## config.mk

```make
export PLATFORM = sky130hd
export DESIGN_NAME = sbd_spi_bus_decoder
export DESIGN_NICKNAME = d
export VERILOG_FILES = /design/src/design/sbd_pkg.sv /design/src/design/sbd_spi_bus_decoder.sv
export SDC_FILE = /design/constraint.sdc
export NUM_CORES = 1
export LEC_CHECK = 0
export ABC_AREA = 1
export BUFFER_PORTS_ARGS = -buffer_cell sky130_fd_sc_hd__buf_2
export CORE_UTILIZATION = 25
export CTS_CLUSTER_DIAMETER = 100
export DETAILED_ROUTE_END_ITERATION = 8
export MAX_ROUTING_LAYER = met4
export PLACE_DENSITY = 0.44
export SYNTH_ARGS = -nofsm -noshare
export SYNTH_HDL_FRONTEND = slang
export SYNTH_SLANG_ARGS = --single-unit
export TNS_END_PERCENT = 10
```

## constraint.sdc

```tcl
create_clock -name clock -period 2.8 [get_ports clock]
set_input_delay 0 -clock clock [delete_from_list [all_inputs] [get_ports clock]]
set_output_delay 0 -clock clock [all_outputs]
set_load 0.005 [all_outputs]
```

## src/design/sbd_pkg.sv

```systemverilog
// Purpose: Shared constants and types for the passive SPI bus decoder.
// Assumes: Analyser clock of 10 MHz; bus lines sampled asynchronously.
// Notes: Configuration travels as one packed struct.
package sbd_pkg;

  localparam int CLK_HZ = 10_000_000;
  localparam int MAX_WORD_BITS = 32;
  localparam int WORD_LEN_W = 6;
  localparam int BIT_CNT_W = 16;
  localparam int IDLE_W = 16;
  localparam int IDLE_TIME_NS = 10_000;
  localparam logic [IDLE_W-1:0] IDLE_CYCLES_DEFAULT =
    IDLE_W'((IDLE_TIME_NS * (CLK_HZ / 1_000_000) + 999) / 1000);
  localparam logic [WORD_LEN_W-1:0] WORD_LEN_RESET = 6'h08;
  localparam int SYNC_STAGES = 2;

  typedef enum logic [1:0] {
    TRIG_FRAME_START,
    TRIG_FRAME_END,
    TRIG_BIT,
    TRIG_PATTERN
  } sbd_trig_mode_t;

  typedef enum logic [1:0] {
    INST_1,
    INST_2,
    INST_3,
    INST_4
  } sbd_inst_t;

  typedef struct packed {
    logic useCs;
    logic sampleFalling;
    logic csActiveHigh;
    logic mosiActiveHigh;
    logic misoActiveHigh;
    logic misoEnable;
    logic lsbFirst;
    logic [WORD_LEN_W-1:0] wordLen;
    logic [IDLE_W-1:0] idleCycles;
    sbd_trig_mode_t trigMode;
    logic trigOnMiso;
    logic [BIT_CNT_W-1:0] bitOffset;
    logic [5:0] patLen;
    logic [MAX_WORD_BITS-1:0] patData;
    logic [MAX_WORD_BITS-1:0] patCare;
  } sbd_cfg_t;

  typedef struct packed {
    logic [MAX_WORD_BITS-1:0] mosi;
    logic [MAX_WORD_BITS-1:0] miso;
    logic misoValid;
  } sbd_word_t;

  typedef struct packed {
    logic [BIT_CNT_W-1:0] wordCount;
    logic partialError;
  } sbd_frame_t;

  // Reset defaults: chip select reads active low, data lines active high.
  localparam logic CS_ACTIVE_HIGH_RESET = 1'b0;
  localparam logic DATA_ACTIVE_HIGH_RESET = 1'b1;

endpackage : sbd_pkg

```

## src/design/sbd_spi_bus_decoder.sv

```systemverilog
// Purpose: Passive SPI monitor that groups bits into words and frames.
// Assumes: Bus pins are asynchronous to clock and are synchronised here.
// Notes: Pin edges are found by sampling, so the bus clock must be slow.
module sbd_spi_bus_decoder
  import sbd_pkg::*;
(
  // Clock and reset.
  input wire logic clock,
  input wire logic rst,
  // Monitored bus pins.
  input wire logic busClk,
  input wire logic busCs,
  input wire logic busMosi,
  input wire logic busMiso,
  // Configuration.
  input wire sbd_cfg_t cfg,
  input wire logic cfgLoad,
  input wire sbd_inst_t busNum,
  // Decoded results.
  output sbd_word_t word,
  output logic wordValid,
  output sbd_frame_t frame,
  output logic frameValid,
  output logic frameStart,
  output logic trigger,
  output logic misoGranted,
  output logic pairConsumed,
  output sbd_cfg_t cfgActive
);

  logic [SYNC_STAGES-1:0] syncClk, syncCs, syncMosi, syncMiso;
  logic clkD, csD, inFrame, next_inFrame;
  logic [MAX_WORD_BITS-1:0] shMosi, shMiso, next_shMosi, next_shMiso;
  logic [WORD_LEN_W-1:0] bitInWord, next_bitInWord;
  logic [BIT_CNT_W-1:0] bitCount, next_bitCount;
  logic [BIT_CNT_W-1:0] wordCount, next_wordCount;
  logic [IDLE_W-1:0] idleCnt, next_idleCnt;
  logic [MAX_WORD_BITS-1:0] patShift, next_patShift;
  logic [5:0] patFill, next_patFill;
  logic patDone, next_patDone;
  sbd_cfg_t next_cfgActive;
  sbd_word_t next_word;
  sbd_frame_t next_frame;
  logic next_wordValid, next_frameValid, next_frameStart, next_trigger;
  logic next_misoGranted, next_pairConsumed;

  // Two-stage synchronisers; only the last stage is read by logic.
  always_ff @(posedge clock) begin
    if (rst) begin
      syncClk <= '0;
      syncCs <= '1;
      syncMosi <= '0;
      syncMiso <= '0;
    end else begin
      syncClk <= {syncClk[0], busClk};
      syncCs <= {syncCs[0], busCs};
      syncMosi <= {syncMosi[0], busMosi};
      syncMiso <= {syncMiso[0], busMiso};
    end
  end

  logic clkS, csS, mosiBit, misoBit, misoOk, csActive, sampleEdge;
  logic csRise, csFall, useCs, idleExpired, lastBit;
  logic [WORD_LEN_W-1:0] wlen;
  logic trigBitA;

  always_comb begin
    clkS = syncClk[1];
    csS = syncCs[1];
    // Polarity folds each line into logic one per its setting.
    mosiBit = cfgActive.mosiActiveHigh ? syncMosi[1] : ~syncMosi[1];
    misoBit = cfgActive.misoActiveHigh ? syncMiso[1] : ~syncMiso[1];
    csActive = cfgActive.csActiveHigh ? csS : ~csS;
    useCs = cfgActive.useCs;
    // Both edges of the chip select are seen through the line polarity.
    csRise = useCs & csActive & ~(cfgActive.csActiveHigh ? csD : ~csD);
    csFall = useCs & ~csActive & (cfgActive.csActiveHigh ? csD : ~csD);
    sampleEdge = cfgActive.sampleFalling ? (clkD & ~clkS)
                                         : (~clkD & clkS);
    misoOk = cfgActive.misoEnable & misoGranted;
    // Word length is clamped to 1..32 bits.
    if (cfgActive.wordLen == '0) begin
      wlen = 6'h01;
    end else if (cfgActive.wordLen > 6'(MAX_WORD_BITS)) begin
      wlen = 6'(MAX_WORD_BITS);
    end else begin
      wlen = cfgActive.wordLen;
    end
    lastBit = (bitInWord == wlen - 6'h01);
    idleExpired = ~useCs & inFrame & (idleCnt >= cfgActive.idleCycles);
    trigBitA = (bitCount == cfgActive.bitOffset);
  end

  always_comb begin
    next_cfgActive = cfgLoad ? cfg : cfgActive;
    next_misoGranted = (busNum == INST_1) | (busNum == INST_3);
    next_pairConsumed = cfgActive.misoEnable & next_misoGranted;
    next_inFrame = inFrame;
    next_shMosi = shMosi;
    next_shMiso = shMiso;
    next_bitInWord = bitInWord;
    next_bitCount = bitCount;
    next_wordCount = wordCount;
    next_idleCnt = idleCnt;
    next_patShift = patShift;
    next_patFill = patFill;
    next_patDone = patDone;
    next_word = word;
    next_frame = frame;
    next_wordValid = 1'b0;
    next_frameValid = 1'b0;
    next_frameStart = 1'b0;
    next_trigger = 1'b0;

    if (useCs) begin
      next_idleCnt = '0;
    end else if (sampleEdge) begin
      next_idleCnt = '0;
    end else if (inFrame && idleCnt != '1) begin
      next_idleCnt = idleCnt + IDLE_W'(1);
    end

    // Frame closes on chip select release or idle expiry.
    if ((useCs && csFall && inFrame) || idleExpired) begin
      next_inFrame = 1'b0;
      next_bitInWord = '0;
      next_frame.wordCount = wordCount;
      next_frame.partialError = (bitInWord != '0);
      next_frameValid = (wordCount != '0);
      if (cfgActive.trigMode == TRIG_FRAME_END) begin
        next_trigger = (wordCount != '0);
      end
    end else if (useCs && csRise) begin
      next_inFrame = 1'b1;
      next_bitInWord = '0;
      next_bitCount = '0;
      next_wordCount = '0;
      next_patFill = '0;
      next_patDone = 1'b0;
      next_frameStart = 1'b1;
      next_trigger = (cfgActive.trigMode == TRIG_FRAME_START);
    end else if (sampleEdge && (inFrame || !useCs)) begin
      if (!inFrame) begin
        // First edge after idle opens a new frame.
        next_inFrame = 1'b1;
        next_bitCount = '0;
        next_wordCount = '0;
        next_patFill = '0;
        next_patDone = 1'b0;
        next_frameStart = 1'b1;
        next_trigger = (cfgActive.trigMode == TRIG_FRAME_START);
      end
      // MOSI and MISO are shifted on the same edge.
      if (cfgActive.lsbFirst) begin
        next_shMosi = shMosi | (MAX_WORD_BITS'(mosiBit) << bitInWord);
        next_shMiso = shMiso | (MAX_WORD_BITS'(misoBit) << bitInWord);
      end else begin
        next_shMosi = {shMosi[MAX_WORD_BITS-2:0], mosiBit};
        next_shMiso = {shMiso[MAX_WORD_BITS-2:0], misoBit};
      end
      if (bitInWord == '0) begin
        next_shMosi = cfgActive.lsbFirst ? MAX_WORD_BITS'(mosiBit)
                                         : MAX_WORD_BITS'(mosiBit);
        next_shMiso = MAX_WORD_BITS'(misoBit);
      end
      if (inFrame && trigBitA && cfgActive.trigMode == TRIG_BIT) begin
        next_trigger = 1'b1;
      end else if (!inFrame && cfgActive.bitOffset == '0 &&
                   cfgActive.trigMode == TRIG_BIT) begin
        next_trigger = 1'b1;
      end
      next_bitCount = (inFrame ? bitCount : '0) + BIT_CNT_W'(1);
      // Pattern window starts after the offset bits.
      if ((inFrame ? bitCount : '0) >= cfgActive.bitOffset && !patDone
          && patFill < cfgActive.patLen) begin
        next_patShift = {patShift[MAX_WORD_BITS-2:0],
                         (cfgActive.trigOnMiso && misoOk) ? misoBit
                                                          : mosiBit};
        next_patFill = patFill + 6'h01;
        if (patFill + 6'h01 == cfgActive.patLen) begin
          next_patDone = 1'b1;
          if (cfgActive.trigMode == TRIG_PATTERN &&
              ((({next_patShift} ^ cfgActive.patData) &
                cfgActive.patCare) == '0)) begin
            next_trigger = 1'b1;
          end
        end
      end
      if (lastBit) begin
        next_bitInWord = '0;
        next_word.mosi = next_shMosi;
        next_word.miso = misoOk ? next_shMiso : '0;
        next_word.misoValid = misoOk;
        next_wordValid = 1'b1;
        next_wordCount = (inFrame ? wordCount : '0) + BIT_CNT_W'(1);
      end else begin
        next_bitInWord = (inFrame ? bitInWord : '0) + 6'h01;
      end
    end
  end

  always_ff @(posedge clock) begin
    if (rst) begin
      clkD <= 1'b0;
      csD <= 1'b1;
      inFrame <= 1'b0;
      shMosi <= '0;
      shMiso <= '0;
      bitInWord <= '0;
      bitCount <= '0;
      wordCount <= '0;
      idleCnt <= '0;
      patShift <= '0;
      patFill <= '0;
      patDone <= 1'b0;
      word <= '0;
      frame <= '0;
      wordValid <= 1'b0;
      frameValid <= 1'b0;
      frameStart <= 1'b0;
      trigger <= 1'b0;
      misoGranted <= 1'b0;
      pairConsumed <= 1'b0;
      cfgActive <= '{useCs: 1'b1, sampleFalling: 1'b0,
                     csActiveHigh: CS_ACTIVE_HIGH_RESET,
                     mosiActiveHigh: DATA_ACTIVE_HIGH_RESET,
                     misoActiveHigh: DATA_ACTIVE_HIGH_RESET,
                     misoEnable: 1'b0, lsbFirst: 1'b0,
                     wordLen: WORD_LEN_RESET,
                     idleCycles: IDLE_CYCLES_DEFAULT,
                     trigMode: TRIG_FRAME_START, trigOnMiso: 1'b0,
                     bitOffset: '0, patLen: '0, patData: '0,
                     patCare: '0};
    end else begin
      clkD <= clkS;
      csD <= csS;
      inFrame <= next_inFrame;
      shMosi <= next_shMosi;
      shMiso <= next_shMiso;
      bitInWord <= next_bitInWord;
      bitCount <= next_bitCount;
      wordCount <= next_wordCount;
      idleCnt <= next_idleCnt;
      patShift <= next_patShift;
      patFill <= next_patFill;
      patDone <= next_patDone;
      word <= next_word;
      frame <= next_frame;
      wordValid <= next_wordValid;
      frameValid <= next_frameValid;
      frameStart <= next_frameStart;
      trigger <= next_trigger;
      misoGranted <= next_misoGranted;
      pairConsumed <= next_pairConsumed;
      cfgActive <= next_cfgActive;
    end
  end

endmodule : sbd_spi_bus_decoder

```

## After elaboration in Yosys (flattened, before gate mapping)

Index checks and enable logic that the tools add are counted.

| word-level totals | value |
|---|---|
| bits in registers | 373 |
| input port bits | 127 |
| logic and storage cells | 174 |

| cells by class | value |
|---|---|
| add/sub/neg operators | 6 |
| $lt $le $gt $ge | 4 |
| equality and inequality tests | 9 |
| shift-type cells | 2 |
| multiplexer cells | 47 |
| bitwise gates (word level) | 27 |
| reductions and logical operators | 37 |

Operators with widths:

| cell | count |
|---|---|
| 2-to-1 mux 32 bit | 5 |
| 2-to-1 mux 16 bit | 7 |
| bitwise OR 32 bit | 2 |
| << shifter 1 x 6 -> 32 bit | 2 |
| adder 16 x 1 -> 16 bit, second input constant | 3 |
| 2-to-1 mux 6 bit | 8 |
| bitwise AND 32 bit | 1 |
| >= comparator 16 bit | 2 |
| zero test 32 bit | 1 |
| XOR 32 bit | 1 |
| 2-to-1 mux 1 bit | 27 |
| == test 16 bit | 1 |
| zero test 16 bit | 1 |
| inequality test 16 bit, second input constant | 1 |
| nonzero test 16 bit | 1 |
| logical AND 1 bit | 13 |
| adder 6 x 1 -> 6 bit, second input constant | 2 |
| == test 6 bit | 2 |
| zero test 6 bit | 2 |
| inverter 1 bit | 12 |
| bitwise AND 1 bit | 10 |
| AND reduction 4 bit | 2 |
| == test 2 bit, second input constant | 3 |
| > comparator 6 bit, second input constant | 1 |
| other kinds (15) | 22 |

## Logic depth before layout (Yosys ltp)

| logic depth | value |
|---|---|
| word-level depth | 13 |
| depth in mapped cells | 20 |

## Worst setup path after synthesis

No wires, ideal clock.

| timing path | value |
|---|---|
| path type | reg2reg |
| start | register inFrame |
| end | register patShift[11] |
| data arrival time | 2.488 ns |
| data required time | 2.684 ns |
| slack | 0.196 ns |
| stages on the path, launching flop included | 20 |
| path buffers | 5 |
| period minus slack after synthesis | 2.604 ns |
| cells stage by stage | dfxtp_1 buf_4 buf_6 buf_4 clkbuf_1 nand2_1 inv_1 ha_1 nand2_1 inv_1 nand3_1 nor3_1 nand3_1 nand3_1 nand2_1 nor2_4 inv_1 buf_2 nor2_1 nor2_1 |

| on the way | value |
|---|---|
| word-level cells in the longest chain between the ends | 5 |
| elaborated cells on any way between the ends | 12 |
| those cells by class | order compare: 1; mux: 1; bitwise: 3; reduce/logical: 7 |

Ends and longest elaborated chain:

| what | line | RTL |
|---|---|---|
| start, declared | sbd_spi_bus_decoder.sv:32 | `logic clkD, csD, inFrame, next_inFrame;` |
| start signal, assigned | sbd_spi_bus_decoder.sv:237 | `inFrame <= next_inFrame;` |
| 2-to-1 mux 16 bit / bitwise AND 1 bit (equally long branches) | sbd_spi_bus_decoder.sv:174, sbd_spi_bus_decoder.sv:90 |  |
| >= comparator 16 bit / bitwise AND 1 bit (equally long branches) | sbd_spi_bus_decoder.sv:174, sbd_spi_bus_decoder.sv:90 |  |
| logical AND 1 bit / logical OR 1 bit (equally long branches) | sbd_spi_bus_decoder.sv:174, sbd_spi_bus_decoder.sv:124 |  |
| logical AND 1 bit / inverter 1 bit (equally long branches) | - |  |
| AND reduction 4 bit (no line) (*) | - |  |
| end signal, assigned | sbd_spi_bus_decoder.sv:244 | `patShift <= next_patShift;` |
| end, declared | sbd_spi_bus_decoder.sv:38 | `logic [MAX_WORD_BITS-1:0] patShift, next_patShift;` |

Mark *: on every way between the ends. The rest lies on a longest branch, timed or not.
A chain may end at the register's enable or synchronous reset.

## Worst setup path in the final report

| timing path | value |
|---|---|
| start | register cfgActive[114] (netlist name) |
| end | register shMosi[4] |

| on the way | value |
|---|---|
| word-level cells in the longest chain between the ends | 5 |

Ends and longest elaborated chain:

| what | line | RTL |
|---|---|---|
| start, declared | sbd_spi_bus_decoder.sv:28 | `output sbd_cfg_t cfgActive` |
| start signal, assigned | sbd_spi_bus_decoder.sv:224 | `cfgActive <= '{useCs: 1'b1, sampleFalling: 1'b0,` |
| start signal, assigned | sbd_spi_bus_decoder.sv:255 | `cfgActive <= next_cfgActive;` |
| 2-to-1 mux 1 bit | sbd_spi_bus_decoder.sv:71 | `mosiBit = cfgActive.mosiActiveHigh ? syncMosi[1] : ~syncMosi[1];` |
| << shifter 1 x 6 -> 32 bit | sbd_spi_bus_decoder.sv:155 | `next_shMosi = shMosi \| (MAX_WORD_BITS'(mosiBit) << bitInWord);` |
| bitwise OR 32 bit | sbd_spi_bus_decoder.sv:155 |  |
| 2-to-1 mux 32 bit | sbd_spi_bus_decoder.sv:154 | `if (cfgActive.lsbFirst) begin` |
| 2-to-1 mux 32 bit | sbd_spi_bus_decoder.sv:161 | `if (bitInWord == '0) begin` |
| end signal, assigned | sbd_spi_bus_decoder.sv:238 | `shMosi <= next_shMosi;` |
| end, declared | sbd_spi_bus_decoder.sv:33 | `logic [MAX_WORD_BITS-1:0] shMosi, shMiso, next_shMosi, next_shMiso;` |

No other way between the ends.

==> results.toml <==
[finish]
finalCoreUtilization_pct = 34.1
nets = 3233
final-instance-count-excl-fill = 4046
final_area_um2 = 24100
drive_gt1_share_pct = 17.2
mostFrequentLayoutCells = "nor2_1, nand2_1, dfxtp_1"
areaGrowthSynthToFinish_pct = 34.3
mostFrequentLayoutCell = "nor2_1"

[synth]
synth_seq_area_share_pct = 41.7
post_synth.cell_area_avg_um2 = 6.92
synth_cell_type_count = 52
synth_edf_count = 0
yosys_register_bits = 373
synthesis.nets = 2760
syn-instance-count = 2590
ys_dominant_reg_cell = "dfxtp_1"
yosysWarningCount = 0
ys_async_sr_fraction_pct = 0
post_synth_instance_area_um2 = 17900

[setup_path]
critPathMostFrequentCell = "nand2_1"
crit_start = "cfgActive[114]$_SDFFE_PP1P_"
cp_num_buf_inv = 1
worst-r2r-setup-slack_ns = 0.26
worstSetupPathDepth = 10
crit-reg2reg-capture = "shMosi[4]$_SDFFE_PP0P_"
timing.rr.start = "cfgActive[114]$_SDFFE_PP1P_"
worstSetupPathType = "flip-flop to flip-flop"
worst_path_dominant_cell_family = "simple AND/OR/NAND/NOR gates"
rr_worst_depth = 10
critical_path.max_fanout = 6
critical_path_arrival_ns = 3.08
timing.critical_path.to = "shMosi[4]$_SDFFE_PP0P_"
cpMaxStageDelayCell = "nor2_1"
critical-path-max-stage-delay_ns = 0.44
critPathRequiredTime_ns = 3.33
end_kind = "flip-flop"
crit_chain = "inv_1, nand2_1, nand2_1, nor2_1, nand2_1, nor3_1, nand2_1, a31oi_1, o21ai_0, a21oi_1"
crit_path_start_kind = "flip-flop"

[cts]
cts_max_level = 2
cts_buffers = 48
cts_tree = "built"
clk_root_buffer_cell = "clkbuf_16"
clock_latency_ns = 0.60
cts_max_path_buffers = 3
clkTransAtPathRegs_ns = 0.06
clock_sinks = 373

[sta]
hold_violations = 0
setup-violations-final = 0
worst_pin_slew_ns = 0.936
setup_repair_after_global_routing_missed_its_margin = "false"
clock-skew-final_ns = 0.0320
post-route-min-period_ns = 2.54
slew_headroom_pct = 37.6
final_min_period_over_clock_period_pct = 90.8
report.final.slew_viol_count = 0
fmaxAchievable_ghz = 0.393
fin_setup_tns_ns = 0
setup_ws_ns = 0.257

[global_route]
global_route.overflow_total = 0
first_global_vias = 18382
number_of_antenna_violations_at_the_first_check_in_global_routing = 7
grt_first_pass_wirelength_um = 106000
maximum_number_of_pins_on_one_net_before_global_route_repair = 111
grt_total_usage_pct = 18.6

[drt]
detailedRoute.firstIterationViolations = 1211
antenna_left = 0
detail_route.wirelength_um = 66800
via_per_inst = 4.65
wire_per_inst_um = 16.5
post-route-drc-count = 0
vias = 18806
drt_first_pass_iters = 5

[power]
comb_power_share_pct = 11.0
seq_power_share_pct = 42.2
leakage_nw = 10.5
max-vdd-ir-drop_v = 0.000388
powerDensity_nw_per_um2 = 555
p_int_mw = 9.83
power_switching_share_pct = 26.4
power.clock.fraction_pct = 46.8
net-switching-power_mw = 3.53

[place]
io_buffers = 331
placed_cells_incl_taps = 3782
dpl.hpwl_um = 47900
globalplace.congestion = 0.871
placement.cell_area_um2 = 20700
detailedPlace.worstSlack_ns = 0.117

[outcome]
run_status = "finished clean"

[die]
floorplan.initialDensity_pct = 25.4
die_area_um2 = 72700
die-height_um = 270
placeableCoreArea_um2 = 70500
std_cell_rows = 97
dieWidth_um = 270
io_pins = 333

[flow_run]
cap_viol_max_count = 0

[min_path]
hold_class = "input port to flip-flop"
-- cell usage after synthesis (all sizes together) (2+ instances only) --
cell      n  area, um^2
a21oi   263        1330
or2      23         144
nand4    35         225
o21a      3        22.5
nand3b    5        37.5
clkinv    4        16.3
xor2     25         226
a31oi    17         106
inv     191         717
o21ai   312        1580
clkbuf   88         330
nor3b     4        30.0
xnor2     5        43.8
nand2   449        1690
nor3     43         225
o211ai    8        60.1
o21bai    2        15.0
buf      57         342
nor2    469        1810
o22ai     6        37.5
nand3   134         696
nor4     10        62.6
ha       43         538
dfxtp   373        7470
a211oi   14         120
-- through the flow --
step	power (mW)	hold WS (ns)
finish	13.4	0.0859
global route	14.0	0.0730
CTS	13.6	0.0327
detailed placement	7.03	0.187
global placement	7.02	0.186
floorplan	6.46	0.0667
-- kinds of logic (layout without fill, tap and decap cells) --
logic type	Yosys count	count (layout)	synth area share (%)
AOI/OAI and AO/OA	629	629	18.4
DFF	373	373	41.7
xor gates and xnor gates	30	30	1.51
other	0	7	0
buffers and inverters	340	849	7.84
and+or+nand+nor	1175	1175	27.5
adders and majority gates	43	43	3.00
-- registers in the layout (all words and copies together) (netlist names), 2 cells and up --
signal	count
syncCs	2
syncMosi	2
cfgActive	117
patShift	31
shMosi	32
bitCount	16
syncMiso	2
shMiso	32
frame	17
syncClk	2
wordCount	16
word	65
bitInWord	6
patFill	6
idleCnt	16
-- layout make-up --
class                   instances  area, um^2
repair buffers                568        4020
diodes                          7        17.5
clock inverters                17         225
multi-input cells            1877        9060
fillers                      7535       46400
flip-flops and latches        373        7470
inverters                     195         743
clock buffers                  69        1360
well taps                     940        1180
-- worst reg2reg max path: cells and delay by family (launching register included) --
kind	cells	cell delay [ns]
AND/OR/NAND/NOR	6	1.43
AO/OA/AOI/OAI	3	0.58
flip-flops	1	0.41
buffers and inverters	1	0.08
-- metal layers --
| layer | vias up | GRT usage [%] | wire length (um) |
|---|---|---|---|
| li1 | 9512 | - | - |
| met1 | 8727 | 24.1 | 31300 |
| met2 | 479 | 29.4 | 30400 |
| met3 | 88 | 3.66 | 3600 |
| met4 | 0 | 4.72 | 1460 |
| met5 | - | - | 0 |
-- power groups by stage --
stage | clock, mW | combinational, mW | sequential (mW)
6_report | 6.26 | 1.47 | 5.64
4_1_cts | 6.47 | 1.47 | 5.64
3_5_place_dp | 0 | 1.28 | 5.75
2_1_floorplan | 0 | 0.752 | 5.71
5_1_grt | 6.66 | 1.64 | 5.66
3_3_place_gp | 0 | 1.27 | 5.75
-- worst min path at each step --
stage | from | cells past startpoint | slack [ns] | to
2_1_floorplan | busNum[0] | 1 | 0.07 | misoGranted$_SDFF_PP0_
3_3_place_gp | busCs | 2 | 0.19 | syncCs[0]$_SDFF_PP1_
3_5_place_dp | busCs | 2 | 0.19 | syncCs[0]$_SDFF_PP1_
4_1_cts | cfgLoad | 4 | 0.03 | cfgActive[33]$_SDFFE_PP0P_
5_1_grt | cfgLoad | 4 | 0.07 | cfgActive[33]$_SDFFE_PP0P_
6_report | cfgLoad | 4 | 0.09 | cfgActive[33]$_SDFFE_PP0P_
-- timing repair --
action,CTS,global route
setup endpoints to repair,0,114
resized for setup,0,7
hold endpoints to repair,132,0
setup buffers,0,1
hold buffers,170,0
Note: power is estimated with default switching activity, not from simulation.
